**src/core/ctd_pkg.sv**
```systemverilog
package ctd_pkg;

    // Register indices; the byte address on the bus is four times the index.
    localparam logic [7:0] CTD_IDX_CTRL  = 8'h00;   // Enable and software reset.
    localparam logic [7:0] CTD_IDX_OFLT  = 8'h18;   // Per-output fault override control.
    localparam logic [7:0] CTD_IDX_DBG   = 8'h1E;   // Debug behaviour control.
    localparam logic [7:0] CTD_IDX_EVT   = 8'h20;   // Event routing control.
    localparam logic [7:0] CTD_IDX_STAT  = 8'h2C;   // Sticky event status.
    localparam logic [7:0] CTD_IDX_MASK  = 8'h2D;   // Interrupt mask.

    // Field positions.
    localparam int CTD_CTRL_EN_BIT    = 0;          // Timer enable.
    localparam int CTD_CTRL_SWRST_BIT = 1;          // Software reset, self clearing.
    localparam int CTD_DBG_RUN_BIT    = 0;          // Run during debug halt.
    localparam int CTD_DBG_FLT_BIT    = 2;          // Debug break fault enable.
    localparam int CTD_STAT_DBGF_BIT  = 0;          // Debug fault flag.
    localparam int CTD_STAT_F0_BIT    = 1;          // Fault raised by input zero.
    localparam int CTD_STAT_F1_BIT    = 2;          // Fault raised by input one.
    localparam int CTD_STAT_CYC_BIT   = 3;          // Counter cycle event seen.
    localparam int CTD_STAT_W         = 4;          // Implemented status bits.
    localparam int CTD_OUT_N          = 8;          // Waveform outputs.
    localparam int CTD_CH_N           = 4;          // Compare/capture channels.

    // Reset values.
    localparam logic [31:0] CTD_EVT_RST  = 32'h0000_0000;
    localparam logic [7:0]  CTD_DBG_RST  = 8'h00;
    localparam logic [15:0] CTD_OFLT_RST = 16'h0000;

    // Cycle point select codes.
    localparam logic [1:0] CTD_CYC_BEGIN    = 2'h0;
    localparam logic [1:0] CTD_CYC_END      = 2'h1;
    localparam logic [1:0] CTD_CYC_BETWEEN  = 2'h2;
    localparam logic [1:0] CTD_CYC_BOUNDARY = 2'h3;

    // Action codes; input zero and input one share the code 0x7 for fault.
    localparam logic [2:0] CTD_ACT_OFF   = 3'h0;
    localparam logic [2:0] CTD_ACT_FAULT = 3'h7;
    localparam int         CTD_ACT_N     = 8;

    // Event routing control layout, most significant field first.
    typedef struct packed {
        logic [3:0] rsv_hi;      // Reads as zero.
        logic [3:0] ch_out_en;   // Channel event output enables.
        logic [3:0] rsv_mid;     // Reads as zero.
        logic [3:0] ch_in_en;    // Channel event input enables.
        logic [1:0] in_en;       // Counter event input enables, bit 1 is input one.
        logic [1:0] inv;         // Counter event input inversion.
        logic       rsv_b11;     // Reads as zero.
        logic       cyc_eo;      // Counter cycle event output enable.
        logic       trg_eo;      // Retrigger event output enable.
        logic       wrap_eo;     // Overflow/underflow event output enable.
        logic [1:0] cyc_sel;     // Cycle point select.
        logic [2:0] act1;        // Input one action.
        logic [2:0] act0;        // Input zero action.
    } ctd_evt_t;

    // Register bus request.
    typedef struct packed {
        logic [7:0]  addr;
        logic [31:0] wdata;
        logic        wr;
        logic        rd;
    } ctd_bus_req_t;

    // Occurrences reported by the timer core, each a one-cycle pulse.
    typedef struct packed {
        logic [3:0] ch_match;
        logic       cyc_begin;
        logic       cyc_end;
        logic       cyc_between;
        logic       cyc_first_begin;
        logic       cyc_last_end;
        logic       retrig;
        logic       wrap;
    } ctd_core_ev_t;

endpackage

```
**src/core/ctd_top.sv**
```systemverilog
`timescale 1ns/10ps
// Behaviour
// - Fault: disabled outputs float, enabled driven.
// - Fault value bits give overridden output levels.
// - Debug bits survive software reset only.
// - Break with enable raises fault, sets flag.
// - Run bit zero halts timer in debug.
// - Channel match emits event when enabled.
// - Channel input events accepted only when enabled.
// - Counter event inputs act only when enabled.
// - Invert bit inverts counter event source.
// - Cycle event emitted at selected point.
// - Retrigger event emitted when enabled.
// - Wrap event emitted at top or zero.
// - Cycle select: begin, end, between, boundary.
// - Input one codes off and retrigger.
// - Input one codes two to seven apply.
// - Input zero codes zero to seven apply.
// - Event control writable only while disabled, unguarded.
module ctd_top
    import ctd_pkg::*;
(
    input  wire logic                 sys_clk,
    input  wire logic                 srst,
    input  wire ctd_bus_req_t         bus_req,
    output logic      [31:0]          bus_rdata,
    input  wire logic                 write_guard,
    input  wire logic                 dbg_halt,
    input  wire logic                 dbg_break,
    input  wire ctd_core_ev_t         core_ev,
    input  wire logic [CTD_CH_N-1:0]  ch_ev_in,
    input  wire logic                 cnt_ev_in0,
    input  wire logic                 cnt_ev_in1,
    input  wire logic [CTD_OUT_N-1:0] wave_in,
    output logic      [CTD_OUT_N-1:0] wave_out,
    output logic      [CTD_OUT_N-1:0] wave_oe_n,
    output logic                      timer_run,
    output logic                      fault_active,
    output logic      [CTD_CH_N-1:0]  ch_ev_accept,
    output logic      [CTD_CH_N-1:0]  ch_ev_out,
    output logic                      cyc_ev_out,
    output logic                      trg_ev_out,
    output logic                      wrap_ev_out,
    output logic      [CTD_ACT_N-1:0] act0_pulse,
    output logic      [CTD_ACT_N-1:0] act1_pulse,
    output logic                      irq
);

    // Byte address of a register index.
    function automatic logic [7:0] baddr(input logic [7:0] idx);
        baddr = {idx[5:0], 2'b00};
    endfunction

    // Sticky bit update where a hardware set wins over a software clear.
    function automatic logic [CTD_STAT_W-1:0] w1c(input logic [CTD_STAT_W-1:0] cur,
                                                  input logic [CTD_STAT_W-1:0] set,
                                                  input logic [CTD_STAT_W-1:0] clr);
        w1c = (cur & ~clr) | set;
    endfunction

    ctd_evt_t              evt_q;       // Event routing control.
    ctd_evt_t              evt_d;
    logic [7:0]            dbg_q;       // Debug behaviour control.
    logic [7:0]            dbg_d;
    logic [15:0]           oflt_q;      // Fault values in the high byte, enables low.
    logic [15:0]           oflt_d;
    logic                  en_q;        // Timer enable.
    logic                  en_d;
    logic [CTD_STAT_W-1:0] stat_q;      // Sticky status.
    logic [CTD_STAT_W-1:0] stat_d;
    logic [CTD_STAT_W-1:0] mask_q;      // Interrupt mask.
    logic [CTD_STAT_W-1:0] mask_d;
    logic [31:0]           rdata_q;     // Read data, valid one cycle after the strobe.
    logic [31:0]           rdata_d;
    logic                  swrst;       // Software reset request this cycle.
    logic                  wr_ctrl;     // Decoded writes.
    logic                  wr_dbg;
    logic                  wr_evt;
    logic                  wr_oflt;
    logic                  wr_stat;
    logic                  wr_mask;
    logic [CTD_STAT_W-1:0] stat_set;    // Hardware events into the status register.
    logic                  cyc_occur;   // Selected counter cycle point.
    logic                  dbg_fault;   // Break request that raises a fault.
    logic [CTD_ACT_N-1:0]  act0_w;      // Action requests of the two inputs.
    logic [CTD_ACT_N-1:0]  act1_w;
    logic                  flt_now;     // Fault state seen by the output stage.

    // Address decode; writes to the guarded registers are blocked by the guard pin.
    always_comb begin
        wr_ctrl = 1'b0;
        wr_dbg  = 1'b0;
        wr_evt  = 1'b0;
        wr_oflt = 1'b0;
        wr_stat = 1'b0;
        wr_mask = 1'b0;
        if (!bus_req.wr) begin
            wr_ctrl = 1'b0;
        end else if (bus_req.addr == baddr(CTD_IDX_CTRL)) begin
            wr_ctrl = 1'b1;
        end else if (bus_req.addr == baddr(CTD_IDX_DBG)) begin
            wr_dbg = !write_guard;
        end else if (bus_req.addr == baddr(CTD_IDX_EVT)) begin
            wr_evt = !write_guard && !en_q;
        end else if (bus_req.addr == baddr(CTD_IDX_OFLT)) begin
            wr_oflt = !write_guard && !en_q;
        end else if (bus_req.addr == baddr(CTD_IDX_STAT)) begin
            wr_stat = 1'b1;
        end else if (bus_req.addr == baddr(CTD_IDX_MASK)) begin
            wr_mask = 1'b1;
        end
    end

    assign swrst = wr_ctrl && bus_req.wdata[CTD_CTRL_SWRST_BIT];

    // Counter cycle point selection.
    always_comb begin
        case (evt_q.cyc_sel)
            CTD_CYC_BEGIN:   cyc_occur = core_ev.cyc_begin;
            CTD_CYC_END:     cyc_occur = core_ev.cyc_end;
            CTD_CYC_BETWEEN: cyc_occur = core_ev.cyc_between;
            default:         cyc_occur = core_ev.cyc_first_begin | core_ev.cyc_last_end;
        endcase
    end

    // A break only faults when the enable bit is set.
    assign dbg_fault = dbg_break && dbg_q[CTD_DBG_FLT_BIT];

    // Status events; fault codes on either input raise a fault that holds until software clears its status bit.
    always_comb begin
        stat_set                    = '0;
        stat_set[CTD_STAT_DBGF_BIT] = dbg_fault;
        stat_set[CTD_STAT_F0_BIT]   = act0_w[CTD_ACT_FAULT];
        stat_set[CTD_STAT_F1_BIT]   = act1_w[CTD_ACT_FAULT];
        stat_set[CTD_STAT_CYC_BIT]  = cyc_occur;
    end

    // Next register values; software reset spares the debug register.
    always_comb begin
        evt_d   = evt_q;
        dbg_d   = dbg_q;
        oflt_d  = oflt_q;
        en_d    = en_q;
        mask_d  = mask_q;
        stat_d  = w1c(stat_q, stat_set, wr_stat ? bus_req.wdata[CTD_STAT_W-1:0] : '0);
        rdata_d = '0;
        if (swrst) begin
            evt_d  = CTD_EVT_RST;
            oflt_d = CTD_OFLT_RST;
            en_d   = 1'b0;
            mask_d = '0;
            stat_d = stat_set;
        end else begin
            if (wr_ctrl) begin
                en_d = bus_req.wdata[CTD_CTRL_EN_BIT];
            end
            if (wr_evt) begin
                evt_d         = ctd_evt_t'(bus_req.wdata);
                evt_d.rsv_hi  = '0;
                evt_d.rsv_mid = '0;
                evt_d.rsv_b11 = 1'b0;
            end
            if (wr_oflt) begin
                oflt_d = bus_req.wdata[15:0];
            end
            if (wr_mask) begin
                mask_d = bus_req.wdata[CTD_STAT_W-1:0];
            end
        end
        if (wr_dbg) begin
            dbg_d                  = '0;
            dbg_d[CTD_DBG_RUN_BIT] = bus_req.wdata[CTD_DBG_RUN_BIT];
            dbg_d[CTD_DBG_FLT_BIT] = bus_req.wdata[CTD_DBG_FLT_BIT];
        end
        // Read mux; unmapped addresses read zero.
        if (!bus_req.rd) begin
            rdata_d = '0;
        end else if (bus_req.addr == baddr(CTD_IDX_CTRL)) begin
            rdata_d[CTD_CTRL_EN_BIT] = en_q;
        end else if (bus_req.addr == baddr(CTD_IDX_DBG)) begin
            rdata_d[7:0] = dbg_q;
        end else if (bus_req.addr == baddr(CTD_IDX_EVT)) begin
            rdata_d = evt_q;
        end else if (bus_req.addr == baddr(CTD_IDX_OFLT)) begin
            rdata_d[15:0] = oflt_q;
        end else if (bus_req.addr == baddr(CTD_IDX_STAT)) begin
            rdata_d[CTD_STAT_W-1:0] = stat_q;
        end else if (bus_req.addr == baddr(CTD_IDX_MASK)) begin
            rdata_d[CTD_STAT_W-1:0] = mask_q;
        end
    end

    // Register state; only the hardware reset clears the debug register.
    always_ff @(posedge sys_clk) begin
        if (srst) begin
            evt_q   <= CTD_EVT_RST;
            dbg_q   <= CTD_DBG_RST;
            oflt_q  <= CTD_OFLT_RST;
            en_q    <= 1'b0;
            stat_q  <= '0;
            mask_q  <= '0;
            rdata_q <= '0;
        end else begin
            evt_q   <= evt_d;
            dbg_q   <= dbg_d;
            oflt_q  <= oflt_d;
            en_q    <= en_d;
            stat_q  <= stat_d;
            mask_q  <= mask_d;
            rdata_q <= rdata_d;
        end
    end

    // The fault holds until every fault status bit is cleared by software.
    assign flt_now = |stat_d[CTD_STAT_F1_BIT:CTD_STAT_DBGF_BIT];

    logic [CTD_OUT_N-1:0] wo_d;       // Next output levels.
    logic [CTD_OUT_N-1:0] wo_q;
    logic [CTD_OUT_N-1:0] oe_n_d;     // Next output enables, low while driving.
    logic [CTD_OUT_N-1:0] oe_n_q;
    logic                 run_d;      // Timer runs this cycle.
    logic                 run_q;
    logic                 flt_q;      // Registered fault state.
    logic [CTD_CH_N-1:0]  acc_d;      // Accepted channel input events.
    logic [CTD_CH_N-1:0]  acc_q;
    logic                 irq_q;      // Interrupt level.

    // Output override under fault; outputs without override float.
    always_comb begin
        wo_d   = wave_in;
        oe_n_d = '0;
        if (flt_now) begin
            wo_d   = oflt_q[15:8] & oflt_q[7:0];
            oe_n_d = ~oflt_q[7:0];
        end
    end

    // Run control and channel input acceptance.
    always_comb begin
        run_d = en_q && !(dbg_halt && !dbg_q[CTD_DBG_RUN_BIT]);
        acc_d = ch_ev_in & evt_q.ch_in_en;
    end

    // The output stage registers everything so no output is combinational.
    always_ff @(posedge sys_clk) begin
        if (srst) begin
            wo_q   <= '0;
            oe_n_q <= '1;
            run_q  <= 1'b0;
            flt_q  <= 1'b0;
            acc_q  <= '0;
            irq_q  <= 1'b0;
        end else begin
            wo_q   <= wo_d;
            oe_n_q <= oe_n_d;
            run_q  <= run_d;
            flt_q  <= flt_now;
            acc_q  <= acc_d;
            irq_q  <= |(stat_d & mask_d);
        end
    end

    // Counter event inputs; input one sits in the high bits of each field.
    ctd_evt_in u_in0 (
        .sys_clk   (sys_clk),
        .srst      (srst),
        .ev_in     (cnt_ev_in0),
        .en        (evt_q.in_en[0]),
        .inv       (evt_q.inv[0]),
        .act       (evt_q.act0),
        .act_pulse (act0_w)
    );

    ctd_evt_in u_in1 (
        .sys_clk   (sys_clk),
        .srst      (srst),
        .ev_in     (cnt_ev_in1),
        .en        (evt_q.in_en[1]),
        .inv       (evt_q.inv[1]),
        .act       (evt_q.act1),
        .act_pulse (act1_w)
    );

    // Output events: channels, cycle, retrigger and wrap in one gated stage.
    logic [CTD_CH_N+2:0] oev_pulse;   // Registered output event pulses.

    ctd_evt_out #(
        .W (CTD_CH_N + 3)
    ) u_out (
        .sys_clk (sys_clk),
        .srst    (srst),
        .occur   ({core_ev.ch_match, cyc_occur, core_ev.retrig, core_ev.wrap}),
        .en      ({evt_q.ch_out_en, evt_q.cyc_eo, evt_q.trg_eo, evt_q.wrap_eo}),
        .pulse   (oev_pulse)
    );

    assign bus_rdata    = rdata_q;
    assign wave_out     = wo_q;
    assign wave_oe_n    = oe_n_q;
    assign timer_run    = run_q;
    assign fault_active = flt_q;
    assign ch_ev_accept = acc_q;
    assign ch_ev_out    = oev_pulse[CTD_CH_N+2:3];
    assign cyc_ev_out   = oev_pulse[2];
    assign trg_ev_out   = oev_pulse[1];
    assign wrap_ev_out  = oev_pulse[0];
    assign act0_pulse   = act0_w;
    assign act1_pulse   = act1_w;
    assign irq          = irq_q;
endmodule

```
**src/core/ctd_evt_in.sv**
```systemverilog
`timescale 1ns/10ps
module ctd_evt_in
    import ctd_pkg::*;
(
    input  wire logic                 sys_clk,
    input  wire logic                 srst,
    input  wire logic                 ev_in,
    input  wire logic                 en,
    input  wire logic                 inv,
    input  wire logic [2:0]           act,
    output logic      [CTD_ACT_N-1:0] act_pulse
);

    logic [CTD_ACT_N-1:0] act_d;   // One-hot action request.
    logic [CTD_ACT_N-1:0] act_q;   // Registered action request.
    logic                 src;     // Event source after optional inversion.

    // Inversion comes first, then the enable; code zero never yields a request.
    always_comb begin
        src   = ev_in ^ inv;
        act_d = '0;
        if (en && src && act != CTD_ACT_OFF) begin
            act_d[act] = 1'b1;
        end
    end

    // Registering gives the core a clean request that stays high as long as the source does.
    always_ff @(posedge sys_clk) begin
        if (srst) begin
            act_q <= '0;
        end else begin
            act_q <= act_d;
        end
    end

    assign act_pulse = act_q;

endmodule

```
**src/core/ctd_evt_out.sv**
```systemverilog
`timescale 1ns/10ps
module ctd_evt_out
    import ctd_pkg::*;
#(
    parameter int W = 1
) (
    input  wire logic         sys_clk,
    input  wire logic         srst,
    input  wire logic [W-1:0] occur,
    input  wire logic [W-1:0] en,
    output logic      [W-1:0] pulse
);

    logic [W-1:0] pulse_d;   // Gated occurrence.
    logic [W-1:0] pulse_q;   // Pulse seen by the routing system.

    // Each occurrence is already one cycle long, so one pulse follows each.
    always_comb begin
        pulse_d = occur & en;
    end

    // Register so the routing system sees a glitch-free pulse.
    always_ff @(posedge sys_clk) begin
        if (srst) begin
            pulse_q <= '0;
        end else begin
            pulse_q <= pulse_d;
        end
    end

    assign pulse = pulse_q;

endmodule

```
**config.mk**
```make
export PLATFORM = sky130hd
export DESIGN_NAME = ctd_top
export DESIGN_NICKNAME = d
export VERILOG_FILES = /design/src/core/ctd_pkg.sv /design/src/core/ctd_top.sv /design/src/core/ctd_evt_in.sv /design/src/core/ctd_evt_out.sv
export SDC_FILE = /design/constraint.sdc
export NUM_CORES = 1
export LEC_CHECK = 0
export ABC_AREA = 1
export BUFFER_PORTS_ARGS = -buffer_cell sky130_fd_sc_hd__buf_2
export CAP_MARGIN = 10
export CORE_MARGIN = 2
export CORE_UTILIZATION = 50
export CTS_CLUSTER_DIAMETER = 30
export DETAILED_ROUTE_END_ITERATION = 8
export PLACE_DENSITY_LB_ADDON = 0.12
export SETUP_SLACK_MARGIN = 0.3
export SYNTH_ARGS = -nofsm -noshare
export SYNTH_HDL_FRONTEND = slang
export SYNTH_SLANG_ARGS = --single-unit
```
**constraint.sdc**
```tcl
create_clock -name sys_clk -period 2.3 [get_ports sys_clk]
set_clock_uncertainty 0.2 [all_clocks]
set_input_delay 0.46 -clock sys_clk [delete_from_list [all_inputs] [get_ports sys_clk]]
set_output_delay 0.46 -clock sys_clk [all_outputs]
set_load 0.01 [all_outputs]
```
==> reports/metrics.cfg, run 1 <==
[status]
status=completed

[worst_hold_path]
min_from=bus_req[0]
hold_end=bus_rdata[0]
hold_depth=3
hp-class=input pin to register

[route]
dr.pass1.iters=5
wire_per_inst_um=14.50
drt_wl_total_mm=12.31
num_vias=4266
drtIter0Drc=197
via_per_inst=5.025
drc_errors=0
postRouteAntennaNets=0

[timing]
fin_crit_sh_pct=77.73
finalMaxSlewViolations=0
final-setup-viol-count=0
fmax_mhz=559.4
setup_slack_ns=0.5123
hold_viol=0
min_period_ns=1.788
setup_tns_ns=0
rsz0062_at_grt=no

[finish]
nets=800
area_growth_pct=33.81
post-route-util_pct=68.99
antennaDiodeCount=0
layout-drive-gt1-share_pct=29.01

[setup_path]
critPathTopFamily=simple AND/OR/NAND/NOR gates
r2r_end=evt_q[14]
critPathArrivalTime_ns=2.00
crit_path_top_delay_cell=nor3_2
worstPathCellList=buf_2 -> nor2_1 -> nand2_2 -> buf_4 -> nor3_2 -> nand3_2 -> buf_4 -> a211oi_1
end_kind=register
reg2regPathDepth=6
r2r_start=en_q
required_ns=2.51
cp_max_fo=19
r2r_slack_ns=0.64
max_stage_delay_ns=0.31
cpMostUsedCell=buf_4
crit_type=input pin to register
path_buf_inv=3
startpoint_type=input pin

[pwr]
combPwrFrac_pct=4.7
p_leak_nw=2.735
peakVddDrop_mv=0.5998
p_int_mw=3.556
switchingPower_mw=1.179
power_mw=4.735
switching_share_pct=24.91
clkPwrFrac_pct=50.9
p_per_area_nw_per_um2=783.2
seq_power_share_pct=44.4

[synthesis]
ys_ff_latch=120
synth_top_area_cell=dfxtp_1
syn_area_um2=4518
seq_area_frac_synth_pct=53.17
ys_async_sr_fraction_pct=0
synth_common_cells=dfxtp_1 (120), nand2_1 (113), nor2_1 (84)
yosysWarnings=0
synthTopCellsByArea=dfxtp_1 (53%), nand2_1 (9.4%), nor2_1 (7.0%)
synth.most_common_cell=dfxtp_1
synth.distinct_cells=37
synth_edf_count=0
synth.top_cell.area_share_pct=53.17
synth_ff_type=dfxtp_1
syn_area_per_cell_um2=8.025
syn_inst=563

[placed_design]
place_congestion=0.8767
port_buffers=133
preCtsSetupSlack_ns=-0.04323
dp_hpwl_mm=8.662

[clocking]
clkTransAtPathRegs_ns=0.06
root_buffer=clkbuf_8
cts_tree=yes
htreeDepth=4
numCtsBuffers=17
clock_path_buffers=2
clock_latency_ns=0.51
cts_sinks=120

[floorplanning]
die_h_um=99.06
rows=34
initial_utilization_pct=51.56
num_io_pins=150
die_x_um=99.06
core-area_um2=8763
die_area_um2=9813

[grt]
grt_max_degree=41
antenna_found_initial=0
grt_usage_pct=25.41
globalRouteOverflowTotal=0
grt_pass1_vias=4055
grt_first_pass_wirelength_mm=19.66

[job]
drv_cap=0

## worst reg2reg max path, cell delays in order, from the launching register on
cell	delay [ns]
dfxtp_1	0.37
clkinv_1	0.08
buf_4	0.20
nand3_2	0.18
buf_4	0.25
nor2_1	0.07
a211oi_1	0.21
## per-layer routing
metal / up-vias / track usage, % / wire length, um
met3: 14 / 7.447 / 826
met1: 1962 / 33.33 / 5606
met2: 155 / 40.80 / 5738
met5: - / 0 / 0
li1: 2135 / - / -
met4: 0 / 7.587 / 140
## what timing repair did
item,CTS,global route
hold buffers,14,0
gates resized for setup,0,1
buffers inserted,0,4
hold endpoints to repair,14,0
setup endpoints to repair,0,2
## power by group through the flow
stage / combinational (mW) / sequential, mW / clock, mW
after floorplan: 0.0872 / 2.16 / 0
after global placement: 0.193 / 2.15 / 0
after CTS: 0.214 / 2.10 / 2.43
final: 0.221 / 2.10 / 2.41
after global routing: 0.240 / 2.10 / 2.54
after detailed placement: 0.195 / 2.15 / 0
## metrics by stage
step / hold slack (ns) / std cells / instance area [um2]
after floorplan: 0.2097 / 572 / 4552
after global placement: 0.2184 / 799 / 5319
after detailed placement: 0.2213 / 799 / 5319
after CTS: 0.007978 / 845 / 6008
after global routing: 0.003763 / 849 / 6046
final: 0.02300 / 849 / 6046
## layout make-up
class	instances	area [um2]
Inverter	61	230.2
Timing Repair Buffer	167	968.4
Sequential cell	120	2402
Clock buffer	17	414.1
Tap cell	108	135.1
Multi-Input combinational cell	361	1760
Fill cell	738	2718
Clock inverter	15	135.1
## worst max-delay path by stage
stage | startpoint | endpoint | slack [ns] | cells past startpoint
global route | bus_req[40] | irq | 0.36 | 13
CTS | bus_req[38] | evt_q[14] | 0.42 | 10
detailed placement | bus_req[38] | evt_q[7] | -0.04 | 10
finish | bus_req[37] | evt_q[14] | 0.51 | 8
global placement | bus_req[37] | oflt_q[3] | 0.004 | 8
floorplan | bus_req[37] | wave_oe_n[4] | 0.31 | 11
## state kept, by name (all words and copies together), names as in the netlist
register and count:
bus_rdata 24, evt_q 23, oflt_q 16, u_in0.act_pulse 8, u_in1.act_pulse 8, wave_oe_n 8
wave_out 8, u_out.pulse 7, ch_ev_accept 4, mask_q 4, stat_q 4, dbg_q 2
en_q 1, fault_active 1, irq 1, timer_run 1
## placed cells by master, fill, tap and decap left out, types with 2 or more instances in the layout
| cell | synthesis | layout |
|---|---|---|
| a211oi_1 | 22 | 22 |
| a21oi_1 | 29 | 29 |
| buf_2 | 12 | 133 |
| buf_4 | 8 | 19 |
| clkbuf_16 | 0 | 16 |
| clkinv_1 | 2 | 2 |
| clkinv_2 | 1 | 2 |
| clkinv_4 | 0 | 4 |
| clkinvlp_4 | 0 | 2 |
| conb_1 | 1 | 10 |
| dfxtp_1 | 120 | 120 |
| dlygate4sd3_1 | 0 | 14 |
| inv_1 | 55 | 55 |
| inv_2 | 3 | 3 |
| inv_6 | 0 | 6 |
| nand2_1 | 113 | 113 |
| nand2_4 | 2 | 2 |
| nand3_1 | 9 | 9 |
| nand4_1 | 18 | 18 |
| nor2_1 | 84 | 83 |
| nor2_2 | 11 | 12 |
| nor2_4 | 3 | 3 |
| nor3_1 | 20 | 20 |
| nor4_1 | 3 | 3 |
| o21ai_0 | 20 | 20 |
| or2_2 | 2 | 2 |
| xnor2_1 | 2 | 2 |
## cell families (layout without fill, tap and decap cells)
logic type                Yosys count  count (layout)  synth area share (%)
DFF                               120             120                 53.17
buffers and inverters              91             260                 8.834
and+or+nand+nor                   270             270                 26.78
AOI/OAI and AO/OA                  79              79                 10.75
other                               1              10               0.08300
xor gates and xnor gates            2               2                0.3878
(Power assumes the default switching activity.)
==> run 2, diff against run 1 <==
- clock period: 2.3 -> 1.9 ns (I/O delays scaled with it)
==> reports/metrics.cfg, run 2 (synthesis gave the netlist of run 1 again) <==
[status]
status=completed

[route]
num_vias=4561  ; +6.9%
drc_errors=0  ; unchanged
wire_per_inst_um=15.76  ; +8.7%
postRouteAntennaNets=0  ; unchanged
drt_wl_total_mm=14.22  ; +15%
via_per_inst=5.057  ; +0.63%
dr.pass1.iters=5  ; unchanged
drtIter0Drc=299  ; +52%

[setup_path]
critPathArrivalTime_ns=1.86  ; -0.14 ns
r2r_start=evt_q[7]
startpoint=bus_req[38]
startpoint_type=input pin
required_ns=2.13  ; -0.38 ns
crit_path_end=evt_q[15]
end_kind=register
cpMostUsedCell=nor2_4
max_stage_delay_ns=0.26  ; -0.05 ns
reg2regPathDepth=8  ; +2
crit_path_top_delay_cell=nand3_4
crit_type=input pin to register
r2r_end=irq
worstPathCellList=buf_2 -> nor2_4 -> nand2_2 -> nor2_4 -> buf_4 -> inv_2 -> nand2_2 -> nor2_4 -> nand3_4 -> clkbuf_16 -> a211oi_1
r2r_slack_ns=0.33  ; -0.31 ns
cp_max_fo=9  ; -10

[placed_design]
port_buffers=133  ; unchanged
place_congestion=0.9030  ; +3.0%
place_area_um2=5662  ; +6.4%
dp_hpwl_mm=8.971  ; +3.6%
preCtsSetupSlack_ns=-0.1765  ; -0.1333 ns

[floorplanning]
die_x_um=99.06  ; unchanged
rows=34  ; unchanged
die_area_um2=9813  ; unchanged
core-area_um2=8763  ; unchanged
num_io_pins=150  ; unchanged
die_h_um=99.06  ; unchanged
initial_utilization_pct=51.56  ; unchanged

[clocking]
htreeDepth=4  ; unchanged
cts_sinks=120  ; unchanged
clkTransAtPathRegs_ns=0.06  ; about the same
numCtsBuffers=17  ; unchanged
clock_path_buffers=2  ; unchanged
clock_latency_ns=0.52  ; about the same
cts_tree=yes
root_buffer=clkbuf_8

[timing]
hold_viol=0  ; unchanged
setup_tns_ns=0  ; unchanged
rsz0062_at_grt=yes
fin_crit_sh_pct=85.95
final-setup-viol-count=0  ; unchanged
finalMaxSlewViolations=0  ; unchanged
fmax_mhz=612.4
setup_slack_ns=0.2670  ; -0.2453 ns
min_period_ns=1.633

[finish]
antennaDiodeCount=0  ; unchanged
post-route-util_pct=77.30  ; +8.3 points
final_common_cell=buf_2
area_growth_pct=49.93
largest_reg_flops=24  ; unchanged
nets=854  ; +6.8%
nFillCells=635  ; -14%
layout_common_cells=buf_2 (131), dfxtp_1 (118), nand2_1 (110)
layout-drive-gt1-share_pct=33.50  ; +4.5 points
stdcell_area_um2=6774  ; +12%

[grt]
gr-usage-met3_pct=6.028  ; -1.4 points
grt_pass1_vias=4363  ; +7.6%
grt_max_degree=25  ; -39%
antenna_found_initial=0  ; unchanged
grt_first_pass_wirelength_mm=21.28  ; +8.2%
grt_usage_pct=27.87  ; +2.5 points
use_met1_pct=35.30  ; +2.0 points
grt_most_used_layer=met2
grt.met2_usage_pct=45.84  ; +5.0 points
globalRouteOverflowTotal=0  ; unchanged

[pwr]
peakVddDrop_mv=0.7270  ; +21%
power_mw=6.008  ; +27%
p_leak_nw=3.076  ; +12%
p_per_area_nw_per_um2=887.0  ; +13%

[job]
drv_cap=0  ; unchanged

[worst_hold_path]
hp-class=input pin to register
min_from=wave_in[0]

==> run 2: worst min-delay path by stage <==
stage | endpoint | slack [ns] | cells past startpoint
5_1_grt | wave_out[0] | 0.04 | 5
3_5_place_dp | ch_ev_accept[1] | 0.22 | 2
6_report | wave_out[0] | 0.02 | 5
3_3_place_gp | ch_ev_accept[0] | 0.22 | 2
2_1_floorplan | ch_ev_accept[0] | 0.21 | 2
4_1_cts | en_q | 0.01 | 3
==> run 2: worst max-delay path, delay by kind of cell <==
family                 cells  cell delay (ns)
buffers and inverters      4             0.56
AND/OR/NAND/NOR            6             0.69
AO/OA/AOI/OAI              1             0.22
==> run 2: where the power goes <==
| part | total [mW] | leakage (nW) | internal, mW | switching (mW) |
|---|---|---|---|---|
| combinational | 0.351 | 1.83 | 0.171 | 0.180 |
| clock | 3.11 | 0.274 | 1.90 | 1.21 |
| sequential | 2.55 | 0.974 | 2.54 | 0.00556 |
| total | 6.01 | 3.08 | 4.62 | 1.39 |
==> run 2: timing repair <==
action                                  4_1_cts  5_1_grt
endpoints found under the hold margin        45        0
gates resized for setup                       2       19
pin swaps                                     0        4
hold buffers                                 36        0
gates cloned                                  0        4
endpoints found under the setup margin        2       28
buffers inserted                              0        3
==> run 2: stage by stage <==
stage | hold WS (ns) | cells
detailed placement | 0.2234 | 828
global route | 0.03983 | 902
global placement | 0.2170 | 828
CTS | 0.01118 | 895
floorplan | 0.2097 | 572
finish | 0.01607 | 902
==> run 2: layout make-up <==
| type | count | area (um2) | share of cell area, % |
|---|---|---|---|
| clock buffer | 18 | 427.9 | 6.317 |
| multi-input combinational | 361 | 1857 | 27.41 |
| tap | 108 | 135.1 | 1.995 |
| sequential | 120 | 2405 | 35.50 |
| timing repair buffer | 221 | 1565 | 23.11 |
| inverter | 61 | 239.0 | 3.528 |
| clock inverter | 13 | 145.1 | 2.143 |
==> run 2: layer usage <==
layer / vias up / wire [um]
met3: 31 / 1008
li1: 2242 / -
met4: 0 / 341
met2: 196 / 6936
met1: 2092 / 5931
met5: - / 0
==> run 3, diff against run 2 <==
- GPL_TIMING_DRIVEN: unset -> 0
- REMOVE_ABC_BUFFERS: unset -> 1
- SYNTH_HIERARCHICAL: unset -> 1
==> reports/metrics.cfg, run 3 <==
[status]
status=completed

[setup_path]
startpoint=en_q
required_ns=2.12  ; about the same
r2r_start=en_q
end_kind=register
cp_max_fo=7  ; -2
critPathArrivalTime_ns=1.87  ; about the same
crit_type=register to register
startpoint_type=register

[floorplanning]
core-area_um2=8806  ; +0.49%
die_area_um2=9959  ; +1.5%
die_x_um=99.80  ; +0.74%
die_h_um=99.80  ; +0.74%
rows=34  ; unchanged
num_io_pins=150  ; unchanged
initial_utilization_pct=52.10  ; +0.55 points

[clocking]
cts_sinks=120  ; unchanged
cts_tree=yes
clock_path_buffers=2  ; unchanged
htreeDepth=4  ; unchanged
clock_latency_ns=0.51  ; about the same
numCtsBuffers=17  ; unchanged
clkTransAtPathRegs_ns=0.06  ; about the same
root_buffer=clkbuf_8

[timing]
rsz0062_at_grt=yes
setup_tns_ns=0  ; unchanged
final-setup-viol-count=0  ; unchanged
fin_crit_sh_pct=87.23  ; +1.3 points
hold_viol=0  ; unchanged
hold-worst-slack_ns=0.03789  ; +0.02182 ns
finalMaxSlewViolations=0  ; unchanged
worst_slew_pin_slew_ns=0.6619
min_period_ns=1.657  ; +0.02441 ns
fmax_mhz=603.4  ; -1.5%
slew_headroom_pct=55.63
setup_slack_ns=0.2426  ; -0.02441 ns

[finish]
largest_reg_flops=24  ; unchanged
antennaDiodeCount=0  ; unchanged
post-route-util_pct=78.94  ; +1.6 points
nets=877  ; +2.7%
layout_common_cells=buf_2 (132), dfxtp_1 (117), nand2_1 (107)
area_growth_pct=51.51
final_common_cell=buf_2
layout-drive-gt1-share_pct=32.76  ; -0.74 points
nFillCells=597  ; -6.0%

[job]
drv_cap=0  ; unchanged

[worst_hold_path]
min_from=srst
hp-class=input pin to register

[synthesis]
synth-compound-area-share_pct=12.63  ; +1.9 points
synth.top_cell.area_share_pct=52.36  ; -0.81 points
synth_top_area_cell=dfxtp_1
synth_top_family_by_area=simple AND/OR/NAND/NOR gates
synth_edf_count=0  ; unchanged
synthTopCellsByArea=dfxtp_1 (52%), nand2_1 (8.9%), a21oi_1 (6.8%)
synthAdderAreaFrac_pct=0  ; unchanged
seq_area_frac_synth_pct=52.36  ; -0.81 points
syn_area_um2=4588  ; +1.6%
synth.most_common_cell=dfxtp_1
muxShareOfSynthArea_pct=0  ; unchanged
synth_common_cells=dfxtp_1 (120), nand2_1 (109), inv_1 (67)
syn_area_per_cell_um2=7.897  ; -1.6%
synth.distinct_cells=29  ; -22%
ys_async_sr_fraction_pct=0  ; unchanged
syn_inst=581  ; +3.2%
synth_ff_type=dfxtp_1
synth-simple-area-share_pct=25.69  ; -1.1 points
synth_xor_area_share_pct=0  ; -0.39 points
ys_ff_latch=120  ; unchanged
yosysWarnings=6  ; +6

[route]
drt_wl_total_mm=14.10  ; -0.84%
via_per_inst=5.150  ; +1.9%
dr.pass1.iters=5  ; unchanged
num_vias=4769  ; +4.6%
drtIter0Drc=342  ; +14%
drc_errors=0  ; unchanged
wire_per_inst_um=15.22  ; -3.4%
postRouteAntennaNets=0  ; unchanged

[grt]
globalRouteOverflowTotal=0  ; unchanged
antenna_found_initial=0  ; unchanged
grt_max_degree=27  ; +8.0%
grt_first_pass_wirelength_mm=20.22  ; -5.0%
grt_pass1_vias=4183  ; -4.1%
grt_usage_pct=26.29  ; -1.6 points

[pwr]
switching_share_pct=22.91  ; -0.27 points
switchingPower_mw=1.409  ; +1.1%
p_leak_nw=3.146  ; +2.3%
p_per_area_nw_per_um2=884.4  ; -0.29%
seq_power_share_pct=41.4  ; -1.0 points
p_int_mw=4.739  ; +2.7%
combPwrFrac_pct=6.0  ; +0.2 points
peakVddDrop_mv=0.6241  ; -14%
clkPwrFrac_pct=52.6  ; +0.8 points

[placed_design]
place_congestion=0.8944  ; -0.95%
port_buffers=133  ; unchanged
dp_hpwl_mm=7.690  ; -14%
preCtsSetupSlack_ns=-1.330  ; -1.154 ns

run 3: changes by cell type after synthesis, sizes merged, moves of 6 or more:
cell    delta
nand3     +20
and3       +7
buf        -7
inv       +12
a211oi    -22
nor3      -15
nand2     +10
clkbuf     +6
o21ai     +25
nand4      -8
nor2      -34
a21oi     +33
run 3: repair_timing:
action                                  in CTS  in global routing
cloned                                       4                  2
hold buffers                                45                  0
pin swaps                                    9                 12
setup buffers                               21                 20
resized for setup                           21                 26
hold endpoints to repair                    60                  0
endpoints found under the setup margin      84                 58
run 3: layer usage:
metal  track usage (%)  routed length, um  vias to the layer above
li1                  -                  -                     2300
met1             33.24               5725                     2190
met2             44.70               6907                      248
met3             6.058               1190                       31
met4             8.535                274                        0
met5                 0                  0                        -
run 3: cell families (layout without fill, tap and decap cells):
family                 count (synthesis)  after routing
AO/OA/AOI/OAI                        113            113
other                                  3             10
buffers and inverters                 99            328
AND/OR/NAND/NOR                      246            247
flip-flops                           120            120
run 3: final timing paths:
kind | end | slack [ns] | cells after the start
worst max register to register | oflt_q[9] | 0.24 | 6
worst min register to register | u_out/pulse[3] | 0.24 | 2
worst max-delay path | oflt_q[9] | 0.24 | 6
worst min-delay path | u_out/pulse[0] | 0.04 | 2
run 3: layout make-up:
cell class,instances,area (um2),area share [%]
Multi-Input combinational cell,370,1914,27.54
Timing Repair Buffer,224,1603,23.06
Clock buffer,17,414.1,5.958
Inverter,70,277.8,3.996
Tap cell,108,135.1,1.944
Timing Repair inverter,2,12.51,0.1800
Clock inverter,15,188.9,2.718
Sequential cell,120,2406,34.61
run 3: power groups by stage:
stage / Sequential, mW / Clock (mW) / Combinational [mW]
floorplan: 2.61 / 0 / 0.0820
global placement: 2.60 / 0 / 0.223
detailed placement: 2.60 / 0 / 0.228
CTS: 2.55 / 3.26 / 0.335
global route: 2.55 / 3.40 / 0.392
finish: 2.55 / 3.23 / 0.366
run 3: critical path: stages (launching register included):
cell,delay (ns)
dfxtp_2,0.33
nor3_2,0.20
inv_2,0.14
nor2_4,0.25
buf_12,0.16
o21ai_1,0.08
a21oi_1,0.21
run 3: through the flow:
step / total power, mW / cells / area (um2)
2_1_floorplan: 2.695 / 559 / 4461
3_3_place_gp: 2.824 / 800 / 5261
3_5_place_dp: 2.829 / 802 / 5309
4_1_cts: 6.138 / 904 / 6683
5_1_grt: 6.340 / 926 / 6952
6_report: 6.148 / 926 / 6952
